File: src/design/liei_consts.vh
`ifndef LIEI_CONSTS_VH
`define LIEI_CONSTS_VH

// Register bus geometry.
`define LIEI_ADDR_W            16
`define LIEI_DATA_W            8

// Register byte addresses.
`define LIEI_ADDR_CFG          16'h0F02
`define LIEI_ADDR_CTRL3        16'h0F03
`define LIEI_ADDR_IRQ_EN       16'h0F04
`define LIEI_ADDR_LIVE         16'h0F05
`define LIEI_ADDR_IRQ_STAT     16'h0F06

// Field positions shared by enable, live and sticky status registers.
`define LIEI_BIT_DMO           6
`define LIEI_BIT_FIFO          5
`define LIEI_BIT_LOOP          3

// Control register three fields.
`define LIEI_BIT_INSERT        1
`define LIEI_BIT_CTRL3_SPARE   0

// Configuration register fields.
`define LIEI_TEST_LSB          0
`define LIEI_TEST_MSB          2
`define LIEI_LOOP_LSB          6
`define LIEI_LOOP_MSB          7

// Test pattern selector code under which a rise of the insert bit flips one transmitted QRSS bit.
`define LIEI_TEST_QRSS         3'h4

// Loop-code detection settings.
`define LIEI_LOOP_OFF          2'h0
`define LIEI_LOOP_UP           2'h1
`define LIEI_LOOP_DOWN         2'h2
`define LIEI_LOOP_AUTO         2'h3

// Jitter attenuator pointer width and the near-limit distance.
`define LIEI_PTR_W             6
`define LIEI_FIFO_LIMIT        6'h03

// Reset values.
`define LIEI_RST_BYTE          8'h00
`define LIEI_RST_TEST          3'h0
`define LIEI_RST_LOOP          2'h0

`endif

File: src/design/liei_line_ctrl.v
// How it works
// - With the test selector at the QRSS code, a 0-to-1 change of the insert bit that holds to the next line clock rise flips exactly one pattern bit.
// - The insert bit is sampled on each rising edge of the transmit line clock, and its rise is found in that sampling.
// - With the drive-monitor enable at bit 6 set, each change of the drive-monitor status in either direction raises an interrupt.
// - With the FIFO-limit enable at bit 5 set, an interrupt is raised when the read and write pointers come within three of each other.
// - With the loop-code enable at bit 3 set, an interrupt is raised when loop-code detection begins and again when it ends.
// - An enable of 0 suppresses its interrupt and 1 permits it, and all enables and the insert bit reset to 0.
// - Bit 7 of the enable register reads 0 and cannot be written, bits 4 and 2 have no function, and bit 0 of control three is unused.
// - The two-bit loop setting selects off, loop-up, loop-down, or automatic loop-up with remote loop-back.
`timescale 1ns/1ps
`include "liei_consts.vh"

module liei_line_ctrl (
  input  wire                      sys_clk,
  input  wire                      reset_n,
  input  wire [`LIEI_ADDR_W-1:0]   reg_addr,
  input  wire [`LIEI_DATA_W-1:0]   reg_wdata,
  input  wire                      reg_wr,
  input  wire                      reg_rd,
  output reg  [`LIEI_DATA_W-1:0]   reg_rdata,
  input  wire                      transmit_line_clock,
  input  wire                      tx_qrss_data,
  output reg                       tx_line_data,
  input  wire                      drive_monitor_output,
  input  wire [`LIEI_PTR_W-1:0]    fifo_wr_ptr,
  input  wire [`LIEI_PTR_W-1:0]    fifo_rd_ptr,
  input  wire                      loop_up_seen,
  input  wire                      loop_down_seen,
  output reg                       loop_code_detect_status,
  output reg                       remote_loopback_active,
  output reg                       irq
);

  // Automatic loop-code sequencer states.
  localparam [1:0] AUTO_IDLE   = 2'h0;
  localparam [1:0] AUTO_ARMED  = 2'h1;
  localparam [1:0] AUTO_LOOPED = 2'h2;
  localparam [1:0] AUTO_DONE   = 2'h3;

  // Pointers within the limit in either direction, the limit itself included, count as near.
  function ptr_near;
    input [`LIEI_PTR_W-1:0] a;
    input [`LIEI_PTR_W-1:0] b;
    reg   [`LIEI_PTR_W-1:0] diff;
    begin
      diff     = a - b;
      ptr_near = (diff <= `LIEI_FIFO_LIMIT);
    end
  endfunction

  // Software-visible state.
  reg  [`LIEI_TEST_MSB:0]          tx_test_pattern_select;
  reg  [1:0]                       loop_mode;
  reg                              tx_bit_error_insert;
  reg                              ctrl3_spare;
  reg                              drive_monitor_change_irq_en;
  reg                              fifo_limit_irq_en;
  reg                              loop_code_change_irq_en;
  reg                              stat_dmo;
  reg                              stat_fifo;
  reg                              stat_loop;

  // Pin synchronisers; the second stage is looked at, and tclk_d and dmo_d hold it one more cycle for edge detection.
  reg                              tclk_m;
  reg                              tclk_s;
  reg                              tclk_d;
  reg                              qrss_m;
  reg                              qrss_s;
  reg                              dmo_m;
  reg                              dmo_s;
  reg                              dmo_d;
  reg                              lup_m;
  reg                              lup_s;
  reg                              ldn_m;
  reg                              ldn_s;

  // Line-side and event state.
  reg                              insert_sampled;
  reg                              fifo_near_d;
  reg                              loop_status_d;
  reg  [1:0]                       auto_state;
  reg  [1:0]                       next_auto_state;
  reg                              next_loop_status;
  reg                              next_loopback;

  wire                             wr_cfg;
  wire                             wr_ctrl3;
  wire                             wr_irq_en;
  wire                             rd_stat;
  wire                             tclk_rise;
  wire                             insert_rise;
  wire                             fifo_near;
  wire                             ev_dmo;
  wire                             ev_fifo;
  wire                             ev_loop;
  reg  [`LIEI_DATA_W-1:0]          next_rdata;

  assign wr_cfg    = reg_wr && (reg_addr == `LIEI_ADDR_CFG);
  assign wr_ctrl3  = reg_wr && (reg_addr == `LIEI_ADDR_CTRL3);
  assign wr_irq_en = reg_wr && (reg_addr == `LIEI_ADDR_IRQ_EN);
  assign rd_stat   = reg_rd && (reg_addr == `LIEI_ADDR_IRQ_STAT);

  always @(posedge sys_clk or negedge reset_n) begin
    if (!reset_n) begin
      tclk_m <= 1'b0;
      tclk_s <= 1'b0;
      tclk_d <= 1'b0;
      qrss_m <= 1'b0;
      qrss_s <= 1'b0;
      dmo_m  <= 1'b0;
      dmo_s  <= 1'b0;
      dmo_d  <= 1'b0;
      lup_m  <= 1'b0;
      lup_s  <= 1'b0;
      ldn_m  <= 1'b0;
      ldn_s  <= 1'b0;
    end else begin
      tclk_m <= transmit_line_clock;
      tclk_s <= tclk_m;
      tclk_d <= tclk_s;
      qrss_m <= tx_qrss_data;
      qrss_s <= qrss_m;
      dmo_m  <= drive_monitor_output;
      dmo_s  <= dmo_m;
      dmo_d  <= dmo_s;
      lup_m  <= loop_up_seen;
      lup_s  <= lup_m;
      ldn_m  <= loop_down_seen;
      ldn_s  <= ldn_m;
    end
  end

  // Register writes. Bit 7 and bits 4 and 2 of the enable register hold no storage.
  always @(posedge sys_clk or negedge reset_n) begin
    if (!reset_n) begin
      tx_test_pattern_select      <= `LIEI_RST_TEST;
      loop_mode                   <= `LIEI_RST_LOOP;
      tx_bit_error_insert         <= 1'b0;
      ctrl3_spare                 <= 1'b0;
      drive_monitor_change_irq_en <= 1'b0;
      fifo_limit_irq_en           <= 1'b0;
      loop_code_change_irq_en     <= 1'b0;
    end else begin
      if (wr_cfg) begin
        tx_test_pattern_select <= reg_wdata[`LIEI_TEST_MSB:`LIEI_TEST_LSB];
        loop_mode              <= reg_wdata[`LIEI_LOOP_MSB:`LIEI_LOOP_LSB];
      end
      if (wr_ctrl3) begin
        tx_bit_error_insert <= reg_wdata[`LIEI_BIT_INSERT];
        ctrl3_spare         <= reg_wdata[`LIEI_BIT_CTRL3_SPARE];
      end
      if (wr_irq_en) begin
        drive_monitor_change_irq_en <= reg_wdata[`LIEI_BIT_DMO];
        fifo_limit_irq_en           <= reg_wdata[`LIEI_BIT_FIFO];
        loop_code_change_irq_en     <= reg_wdata[`LIEI_BIT_LOOP];
      end
    end
  end

  // The insert bit lives in the system domain but is judged only at line clock edges,
  // so a 0-1-0 pulse shorter than one line bit can be missed; holding 1 to the next line clock rise avoids that.
  assign tclk_rise   = tclk_s & ~tclk_d;
  assign insert_rise = tx_bit_error_insert & ~insert_sampled;

  always @(posedge sys_clk or negedge reset_n) begin
    if (!reset_n) begin
      insert_sampled <= 1'b0;
      tx_line_data   <= 1'b0;
    end else if (tclk_rise) begin
      insert_sampled <= tx_bit_error_insert;
      if (insert_rise && (tx_test_pattern_select == `LIEI_TEST_QRSS)) begin
        tx_line_data <= ~qrss_s;
      end else begin
        tx_line_data <= qrss_s;
      end
    end
  end

  // Loop-code detection status per setting.
  always @* begin
    next_auto_state  = auto_state;
    next_loop_status = 1'b0;
    next_loopback    = 1'b0;
    case (loop_mode)
      `LIEI_LOOP_OFF: begin
        next_auto_state = AUTO_IDLE;
      end
      `LIEI_LOOP_UP: begin
        next_auto_state  = AUTO_IDLE;
        next_loop_status = lup_s;
      end
      `LIEI_LOOP_DOWN: begin
        next_auto_state  = AUTO_IDLE;
        next_loop_status = ldn_s;
      end
      default: begin
        case (auto_state)
          AUTO_IDLE: begin
            next_auto_state = AUTO_ARMED;
          end
          AUTO_ARMED: begin
            if (lup_s) begin
              next_auto_state  = AUTO_LOOPED;
              next_loop_status = 1'b1;
              next_loopback    = 1'b1;
            end
          end
          AUTO_LOOPED: begin
            next_loop_status = 1'b1;
            next_loopback    = 1'b1;
            if (ldn_s) begin
              next_auto_state  = AUTO_DONE;
              next_loop_status = 1'b0;
              next_loopback    = 1'b0;
            end
          end
          AUTO_DONE: begin
            next_auto_state = AUTO_DONE;
          end
          default: begin
            next_auto_state = AUTO_IDLE;
          end
        endcase
      end
    endcase
  end

  always @(posedge sys_clk or negedge reset_n) begin
    if (!reset_n) begin
      auto_state              <= AUTO_IDLE;
      loop_code_detect_status <= 1'b0;
      remote_loopback_active  <= 1'b0;
      loop_status_d           <= 1'b0;
      fifo_near_d             <= 1'b0;
    end else begin
      auto_state              <= next_auto_state;
      loop_code_detect_status <= next_loop_status;
      remote_loopback_active  <= next_loopback;
      loop_status_d           <= loop_code_detect_status;
      fifo_near_d             <= fifo_near;
    end
  end

  // Pointers are taken from logic on this clock and need no synchroniser.
  assign fifo_near = ptr_near(fifo_wr_ptr, fifo_rd_ptr) | ptr_near(fifo_rd_ptr, fifo_wr_ptr);

  assign ev_dmo  = drive_monitor_change_irq_en & (dmo_s ^ dmo_d);
  assign ev_fifo = fifo_limit_irq_en & fifo_near & ~fifo_near_d;
  assign ev_loop = loop_code_change_irq_en &
                   (loop_code_detect_status ^ loop_status_d);

  // Sticky bits clear on a status read, but an event in the same cycle wins.
  always @(posedge sys_clk or negedge reset_n) begin
    if (!reset_n) begin
      stat_dmo  <= 1'b0;
      stat_fifo <= 1'b0;
      stat_loop <= 1'b0;
    end else begin
      stat_dmo  <= ev_dmo  | (stat_dmo  & ~rd_stat);
      stat_fifo <= ev_fifo | (stat_fifo & ~rd_stat);
      stat_loop <= ev_loop | (stat_loop & ~rd_stat);
    end
  end

  // Read mux; unmapped addresses and reserved bits read as zero.
  always @* begin
    next_rdata = `LIEI_RST_BYTE;
    case (reg_addr)
      `LIEI_ADDR_CFG: begin
        next_rdata[`LIEI_TEST_MSB:`LIEI_TEST_LSB] = tx_test_pattern_select;
        next_rdata[`LIEI_LOOP_MSB:`LIEI_LOOP_LSB] = loop_mode;
      end
      `LIEI_ADDR_CTRL3: begin
        next_rdata[`LIEI_BIT_INSERT]      = tx_bit_error_insert;
        next_rdata[`LIEI_BIT_CTRL3_SPARE] = ctrl3_spare;
      end
      `LIEI_ADDR_IRQ_EN: begin
        next_rdata[`LIEI_BIT_DMO]  = drive_monitor_change_irq_en;
        next_rdata[`LIEI_BIT_FIFO] = fifo_limit_irq_en;
        next_rdata[`LIEI_BIT_LOOP] = loop_code_change_irq_en;
      end
      `LIEI_ADDR_LIVE: begin
        next_rdata[`LIEI_BIT_DMO]  = dmo_s;
        next_rdata[`LIEI_BIT_FIFO] = fifo_near;
        next_rdata[`LIEI_BIT_LOOP] = loop_code_detect_status;
      end
      `LIEI_ADDR_IRQ_STAT: begin
        next_rdata[`LIEI_BIT_DMO]  = stat_dmo;
        next_rdata[`LIEI_BIT_FIFO] = stat_fifo;
        next_rdata[`LIEI_BIT_LOOP] = stat_loop;
      end
      default: begin
        next_rdata = `LIEI_RST_BYTE;
      end
    endcase
  end

  // Read data stands for one cycle only and is zero otherwise.
  always @(posedge sys_clk or negedge reset_n) begin
    if (!reset_n) begin
      reg_rdata <= `LIEI_RST_BYTE;
    end else if (reg_rd) begin
      reg_rdata <= next_rdata;
    end else begin
      reg_rdata <= `LIEI_RST_BYTE;
    end
  end

  // The enables also mask the latched bits, so disabling one drops the request at once.
  always @(posedge sys_clk or negedge reset_n) begin
    if (!reset_n) begin
      irq <= 1'b0;
    end else begin
      irq <= (stat_dmo  & drive_monitor_change_irq_en) |
             (stat_fifo & fifo_limit_irq_en) |
             (stat_loop & loop_code_change_irq_en);
    end
  end

endmodule // liei_line_ctrl

File: config.mk
export PLATFORM = sky130hd
export DESIGN_NAME = liei_line_ctrl
export DESIGN_NICKNAME = d
export VERILOG_FILES = /design/src/design/liei_line_ctrl.v
export VERILOG_INCLUDE_DIRS = /design/src /design/src/design
export SDC_FILE = /design/constraint.sdc
export NUM_CORES = 1
export LEC_CHECK = 0
export ABC_AREA = 1
export BUFFER_PORTS_ARGS = -buffer_cell sky130_fd_sc_hd__buf_2
export CAP_MARGIN = 20
export CORE_MARGIN = 2
export CORE_UTILIZATION = 55
export CTS_CLUSTER_SIZE = 16
export DETAILED_ROUTE_END_ITERATION = 8
export GPL_TIMING_DRIVEN = 0
export HOLD_SLACK_MARGIN = 0.12
export PLACE_DENSITY = 0.85
export SYNTH_ARGS = -nofsm -noshare
export SYNTH_HDL_FRONTEND = slang
export SYNTH_SLANG_ARGS = --single-unit
File: constraint.sdc
create_clock -name sys_clk -period 2.75 [get_ports sys_clk]
set_input_delay 0.275 -clock sys_clk [delete_from_list [all_inputs] [get_ports sys_clk]]
set_output_delay 0.275 -clock sys_clk [all_outputs]
set_load 0.1 [all_outputs]
# Word-level counts from Yosys, hierarchy flattened
# Cells that the tools add are included.
[totals]
ff_bits = 42
inputBits = 45
output_inout_bits = 12
elab_cells = 99
[classes]
addsub = 2
n_lt_le_gt_ge = 2
n_eq_ne = 13
mux = 17
n_bitwise = 25
reduce_logical = 9
[ops]
columns = ["op", "count"]
rows = [
  ["16-bit by 12-bit equality test with 1-bit output, second input constant", 5],
  ["1-bit AND", 12],
  ["6-bit by 2-bit <= comparator with 1-bit output, second input constant", 2],
  ["6-bit subtractor", 2],
  ["1-bit case mux with 3 select lines", 3],
  ["8-bit two-way mux", 1],
  ["2-bit case mux with 4 select lines", 1],
  ["2-bit equality test, second input constant", 3],
  ["1-bit two-way mux", 6],
  ["2-bit two-way mux", 3],
  ["3-bit inequality test, second input constant", 2],
  ["1-bit OR", 6],
  ["1-bit logical AND", 5],
  ["1-bit inverter", 5],
  ["2-bit by 1-bit equality test with 1-bit output, second input constant", 2],
  ["2-bit zero test", 2],
  ["1-bit case mux with 4 select lines", 1],
  ["2-bit case mux with 2 select lines", 1],
  ["3-bit equality test, second input constant", 1],
  ["3-bit OR reduction", 1],
  ["1-bit case mux with 2 select lines", 1],
  ["2-bit AND reduction", 1],
  ["1-bit bitwise XOR", 2],
]

# Longest topological paths before layout
# Gate-level depths: netlist (run 1).
[logic_depth]
ltp_word = 6
ltp_mapped = 14
ltp_nobuf = 14

# Worst setup path before layout (run 1)
# No wires, ideal clock.
[synth_path]
kind = "input-to-reg"
from = "input fifo_wr_ptr[0]"
to = "register reg_rdata[5]"
setup_ps = 77
arrival_time_ps = 1503
required_time_ps = 2673
setup_slack_ps = 1169
cell_stages = 13
path_buffers = 0
cell_sequence = "inv_1 ha_1 inv_1 fa_1 nand2_1 nand3_1 nand3_1 nand2_1 nor2_1 nand2_1 nand2_2 nand2_1 a21oi_1"
[synth_via]
elab_chain_cells = 5
word_cells_on_any_way = 7
classes_between = "2 x add/sub; 2 x order compare; 2 x mux; 1 x bitwise"
[synth_lines]
columns = ["element", "line_no", "text"]
rows = [
  ["from (decl)", "liei_line_ctrl.v:25", "input wire [`LIEI_PTR_W-1:0] fifo_wr_ptr,"],
  ["6-bit subtractor", "liei_line_ctrl.v:46", "diff = a - b;"],
  ["6-bit by 2-bit <= comparator with 1-bit output (no source line)", "--", ""],
  ["1-bit OR *", "liei_line_ctrl.v:245", "assign fifo_near = ptr_near(fifo_wr_ptr, fifo_rd_ptr) | ptr_near(fifo_rd_ptr, fifo_wr_ptr);"],
  ["net fifo_near", "liei_line_ctrl.v:92", "wire fifo_near;"],
  ["1-bit case mux with 3 select lines *", "liei_line_ctrl.v:268", "case (reg_addr)"],
  ["8-bit two-way mux *", "liei_line_ctrl.v:302", "end else if (reg_rd) begin"],
  ["to (signal assigned)", "liei_line_ctrl.v:301", "reg_rdata <= `LIEI_RST_BYTE;"],
  ["to (signal assigned)", "liei_line_ctrl.v:303", "reg_rdata <= next_rdata;"],
  ["to (signal assigned)", "liei_line_ctrl.v:305", "reg_rdata <= `LIEI_RST_BYTE;"],
  ["to (decl)", "liei_line_ctrl.v:20", "output reg [`LIEI_DATA_W-1:0] reg_rdata,"],
]
# The timed path passes the listed nets; every way through them passes the cells marked *.
# A chain may end at the register's enable or synchronous reset.

# Worst setup path in the final report (run 1)
# Same ends and word-level chain as after synthesis.

==> key figures, run 1 <==
Die
  – Die ar.: 0.00453 mm2
  – Num ports: 57
  – Die Wd: 67.3 um
  – Core Area: 0.00374 mm2
  – Initial Utilization: 58.8%
  – FP Rows: 22
  – DIE HEIGHT: 67.3 um

Drt
  – Total number of vias: 1891
  – Avg WL per Cell: 11.5 um
  – Detail Route Antenna Nets: 0
  – DRT Wirelength: 4430 um
  – Initial DRC Count: 141
  – DR DRC count: 0
  – DR vias/cell: 4.92
  – Drt pass-1 iters: 4

Clock network
  – Worst-Skew Late Latency: 0.29 ns
  – CTS root buffer: clkbuf_8
  – H-Tree Level Count: 2
  – # Post-CTS Setup Buffers: 0
  – CTS clk-pin slew, worst paths: 0.07 ns
  – Maximum clock path buffer count: 2
  – CTS tree: built
  – TritonCTS Buffers: 5
  – CTS Sinks: 41

Cells and area
  – Synth-to-layout area growth: 22.3%
  – Most frequent cells in the layout: nand2_1, buf_2, inv_1
  – Filler cell count: 296
  – Final nets: 395
  – Multi-input gate area: 980 um2
  – N_diodes: 0
  – Share of cells above drive strength 1: 22.0%
  – Leading cell type in the layout, fill and taps excluded: nand2_1
  – FF/Latch Area: 0.00103 mm2

Pwr
  – IR drop worst, VDD: 373 uV
  – PnR Total Power: 0.00123 W
  – Static Leak: 1.50 nW
  – PD cells: 458 mW/mm2

STA
  – Max-slew violations: 0
  – Minimum clock period: 1.67 ns
  – Slew Limit Headroom: 42.7%
  – Hold_ws: 0.221 ns
  – Slew @ Worst Pin: 0.860 ns
  – Final setup violating endpoints: 0
  – Worst setup margin: 1.08 ns
  – Endpoints failing hold: 0
  – TNS Setup: 0 ns
  – RSZ-0062 raised after global routing: no
  – Maximum clock rate: 600 MHz
  – Period utilization: 60.6%
  – Setup Skew: 0.000685 ns

Synthesis
  – Register area share after synthesis: 46.6%
  – Cell Area, Synth: 0.00220 mm2
  – Syn nets: 328
  – Synth Area per Inst: 8.22 um2
  – Synth cell types: 29
  – Synth Warn #: 0
  – Cells after Synth: 268
  – Seq cells post-synth: 41
  – Synth Flop Type: dfrtp_1
  – Async S/R FF share, synth: 100%
  – EDFF count, synth: 0

Run status
  – Status: finished clean

GRT
  – GRT Util Overall: 21.1%
  – GR Overflow Total: 0
  – Antenna violations before repair: 0
  – First-pass GRT wire length: 7150 um
  – Largest net degree at the start of global routing: 42
  – Vias in the first global route: 1761

Placed design
  – GP Congestion: 0.807
  – Hpwl dp: 3380 um
  – IO Port Bufs: 54
  – DP Worst Slack: 0.828 ns

Critical path
  – CP required: 2.95 ns
  – Crit-path max FO: 3
  – Arr. time, crit path: 1.87 ns
  – Crit path launch type: input pin
  – Critical setup path kind: in2reg
  – Worst setup EP type: flop

Min path
  – Hold crit path type: in2reg

Flow run
  – Max Cap Violations: 0
[cell type report]
class	count	share of cell area [%]
sequential	41	38.1
timing repair buffer	60	12.3
tap	48	2.23
clock inverter	1	0.186
clock buffer	7	3.58
multi-input combinational	178	36.4
buffer	2	0.697
inverter	47	6.60
[registers in the layout, summed over array words and instances (netlist names), 2 cells and up]
register / count
reg_rdata: 7
tx_test_pattern_select: 3
auto_state: 2
loop_mode: 2
[timing repair]
item                      4_1_cts  5_1_grt
resized for setup               0        0
hold buffers                    6        0
hold endpoints to repair        7        0
[kinds of logic after synthesis]
group | Yosys count | share of synthesized area [%]
compound gates | 26 | 6.42
xor+xnor | 5 | 1.99
fa+ha+maj | 15 | 9.20
buf+inv | 49 | 8.92
flops | 41 | 46.6
other cells | 1 | 0.170
simple gates | 131 | 26.7
[synthesized netlist by cell type, drive strengths merged (3+ instances only)]
| cell | instances | area [um2] |
|---|---|---|
| nand4 | 6 | 37.5 |
| nand2 | 71 | 279 |
| a21oi | 6 | 33.8 |
| inv | 46 | 173 |
| nand3 | 30 | 150 |
| nor3 | 3 | 25.0 |
| ha | 13 | 163 |
| o21ai | 17 | 85.1 |
| nor2 | 19 | 83.8 |
| dfrtp | 41 | 1030 |
| xnor2 | 3 | 26.3 |
[per-stage QoR]
| stage | utilization, % | instance area, um2 | instances |
|---|---|---|---|
| global route | 72.0 | 2690 | 384 |
| global placement | 67.6 | 2530 | 370 |
| finish | 72.0 | 2690 | 384 |
| CTS | 72.0 | 2690 | 384 |
| detailed placement | 67.6 | 2530 | 370 |
| floorplan | - | 2200 | 268 |
[metal layers]
layer	global-route usage, %	vias up	share of wire [%]
met1	25.4	867	43
met5	0	-	0
met3	5.67	6	4.0
li1	-	973	-
met2	37.3	45	52
met4	5.61	0	1.2
[power breakdown]
part	switching (W)	leakage [nW]	internal [W]
clock network	0.000196	0.0542	0.000227
registers	0.00000502	0.527	0.000616
logic	0.000118	0.917	0.0000725
total	0.000318	1.50	0.000915
[critical path, cell delays in order]
cell	delay (ns)
buf_2	0.11
inv_1	0.05
ha_1	0.13
inv_1	0.07
fa_1	0.40
nand2_1	0.09
nand3_1	0.08
nand3_1	0.07
nand2_1	0.06
nor2_1	0.14
nand2_1	0.08
nand2_2	0.09
nand2_1	0.06
a21oi_1	0.17
[path summary, 6_finish.rpt]
check / start / to / slack, ns / cells past startpoint
hold reg to reg: lup_m$_DFF_PN0_ / lup_s$_DFF_PN0_ / 0.35 / 0
setup reg to reg: auto_state[1]$_DFFE_PN0P_ / auto_state[1]$_DFFE_PN0P_ / 1.44 / 7
hold / removal: reg_wdata[7] / loop_mode[1]$_DFFE_PN0P_ / 0.22 / 3
min in group asynchronous: reset_n / loop_status_d$_DFF_PN0_ / 0.63 / 2
max in group asynchronous: reset_n / qrss_s$_DFF_PN0_ / 1.59 / 2
setup / recovery: fifo_wr_ptr[0] / reg_rdata[5]$_DFF_PN0_ / 1.08 / 14
Power figures use the tool's default switching activity.
==> inputs of run 2 (changes only) <==
Settings changed: CORE_UTILIZATION 55 to 53, PLACE_DENSITY 0.85 to 0.82.
Clock period 2.75 ns to 1.6 ns, I/O delays scaled along.
==> key figures, run 2 (synthesis results as in run 1) <==
Run status
  – Status: finished clean

Clock network
  – TritonCTS Buffers: 5
  – H-Tree Level Count: 2
  – # Post-CTS Setup Buffers: 0
  – CTS clk-pin slew, worst paths: 0.08 ns
  – CTS root buffer: clkbuf_8
  – CTS Sinks: 41
  – Maximum clock path buffer count: 2
  – CTS tree: built
  – Worst-Skew Late Latency: 0.29 ns

Critical path
  – Crit-path max FO: 3
  – Critical setup path kind: in2reg
  – Worst Setup SP: fifo_rd_ptr[0]
  – Worst setup EP type: flop
  – Crit path launch type: input pin
  – Reg-to-Reg Start: auto_state[1]$_DFFE_PN0P_
  – CP required: 1.82 ns
  – Arr. time, crit path: 1.60 ns

Cells and area
  – Filler cell count: 323
  – Final nets: 399
  – Most frequent cells in the layout: nand2_1, buf_2, inv_1
  – Leading cell type in the layout, fill and taps excluded: nand2_1
  – N_diodes: 0
  – Max reg flops: 7
  – Biggest regs: reg_rdata: 7 flops, tx_test_pattern_select: 3 flops
  – Share of cells above drive strength 1: 22.6%
  – Synth-to-layout area growth: 26.1%
  – Reg with most FFs: reg_rdata

Placed design
  – Hpwl dp: 3400 um
  – GP Congestion: 0.827
  – IO Port Bufs: 54
  – DP Worst Slack: -0.178 ns

STA
  – Setup Skew: 0.00259 ns
  – Worst setup margin: 0.222 ns
  – Hold_ws: 0.122 ns
  – Minimum clock period: 1.38 ns
  – Slew @ Worst Pin: 0.872 ns
  – Slew Limit Headroom: 41.9%
  – RSZ-0062 raised after global routing: no
  – Maximum clock rate: 726 MHz
  – Max-slew violations: 0
  – Period utilization: 86.1%
  – Final setup violating endpoints: 0
  – Endpoints failing hold: 0

Min path
  – Hold_sp: reg_wdata[7]
  – Hold crit path type: in2reg

Pwr
  – IR drop worst, VDD: 458 uV
  – PD cells: 853 mW/mm2
  – Static Leak: 1.53 nW

GRT
  – Largest net degree at the start of global routing: 42
  – GRT Util Overall: 22.3%
  – GR Overflow Total: 0
  – First-pass GRT wire length: 7740 um
  – Antenna violations before repair: 0
  – Vias in the first global route: 1825

Drt
  – Avg WL per Cell: 11.5 um
  – DRT Wirelength: 4470 um
  – Total number of vias: 1880
  – Detail Route Antenna Nets: 0
  – Drt pass-1 iters: 4
  – DR vias/cell: 4.82
  – DR DRC count: 0
  – Initial DRC Count: 129

Die
  – Die ar.: 0.00469 mm2
  – Num ports: 57
  – Initial Utilization: 55.1%
  – DIE HEIGHT: 68.5 um
  – Core Area: 0.00400 mm2
  – Die Wd: 68.5 um
  – FP Rows: 23

Flow run
  – Max Cap Violations: 0
## run 2: where the power goes
part | switching [W] | internal, W
Sequential | 0.00000878 | 0.00106
Combinational | 0.000200 | 0.000131
Clock | 0.000351 | 0.000619
Total | 0.000560 | 0.00181
## run 2: metal layers
layer	track usage, %	vias to the layer above	wire, um
met5	0	-	0
met4	6.00	0	37
met3	5.92	4	216
met2	39.5	50	2380
met1	26.3	847	1840
li1	-	979	-
## run 2: worst paths after layout
check,end,slack [ns],cells after the start
max in group asynchronous,reg_rdata[1]$_DFF_PN0_,0.54,2
worst max register to register,auto_state[1]$_DFFE_PN0P_,0.40,7
worst max-delay path,reg_rdata[5]$_DFF_PN0_,0.22,14
worst min-delay path,loop_mode[1]$_DFFE_PN0P_,0.12,3
min in group asynchronous,reg_rdata[3]$_DFF_PN0_,0.52,2
worst min register to register,dmo_s$_DFF_PN0_,0.35,0
## run 2: repair_timing
action                                  4_1_cts  5_1_grt
gates resized for setup                       0        3
hold buffers                                 10        0
hold endpoints to repair                     50        0
endpoints found under the setup margin        0        2
## run 2: through the flow
step,power [W],instance area (um2),cells,utilization (%),setup TNS (ns)
after floorplan,0.00128,2200,268,-,0
after global placement,0.00139,2530,372,63.4,-0.193
after detailed placement,0.00140,2530,372,63.4,-0.328
after CTS,0.00239,2770,390,69.2,0
after global routing,0.00248,2780,390,69.4,0
final,0.00237,2780,390,69.4,0
## run 2: cell type report
class	instances	area [um2]	share of cell area, %
clock inverter	3	65.1	2.34
clock buffer	5	68.8	2.48
inverter	47	178	6.40
tap	50	62.6	2.25
sequential	41	1030	36.9
timing repair buffer	64	370	13.3
multi-input combinational	178	988	35.6
buffer	2	18.8	0.676
## run 2: critical path, stage by stage
cell	delay (ns)
buf_2	0.10
inv_1	0.06
ha_1	0.14
inv_1	0.08
fa_2	0.36
nand2_1	0.06
nand3_1	0.08
nand3_1	0.08
nand2_1	0.05
nor2_1	0.10
nand2_1	0.07
nand2_2	0.08
nand2_1	0.07
a21oi_2	0.11
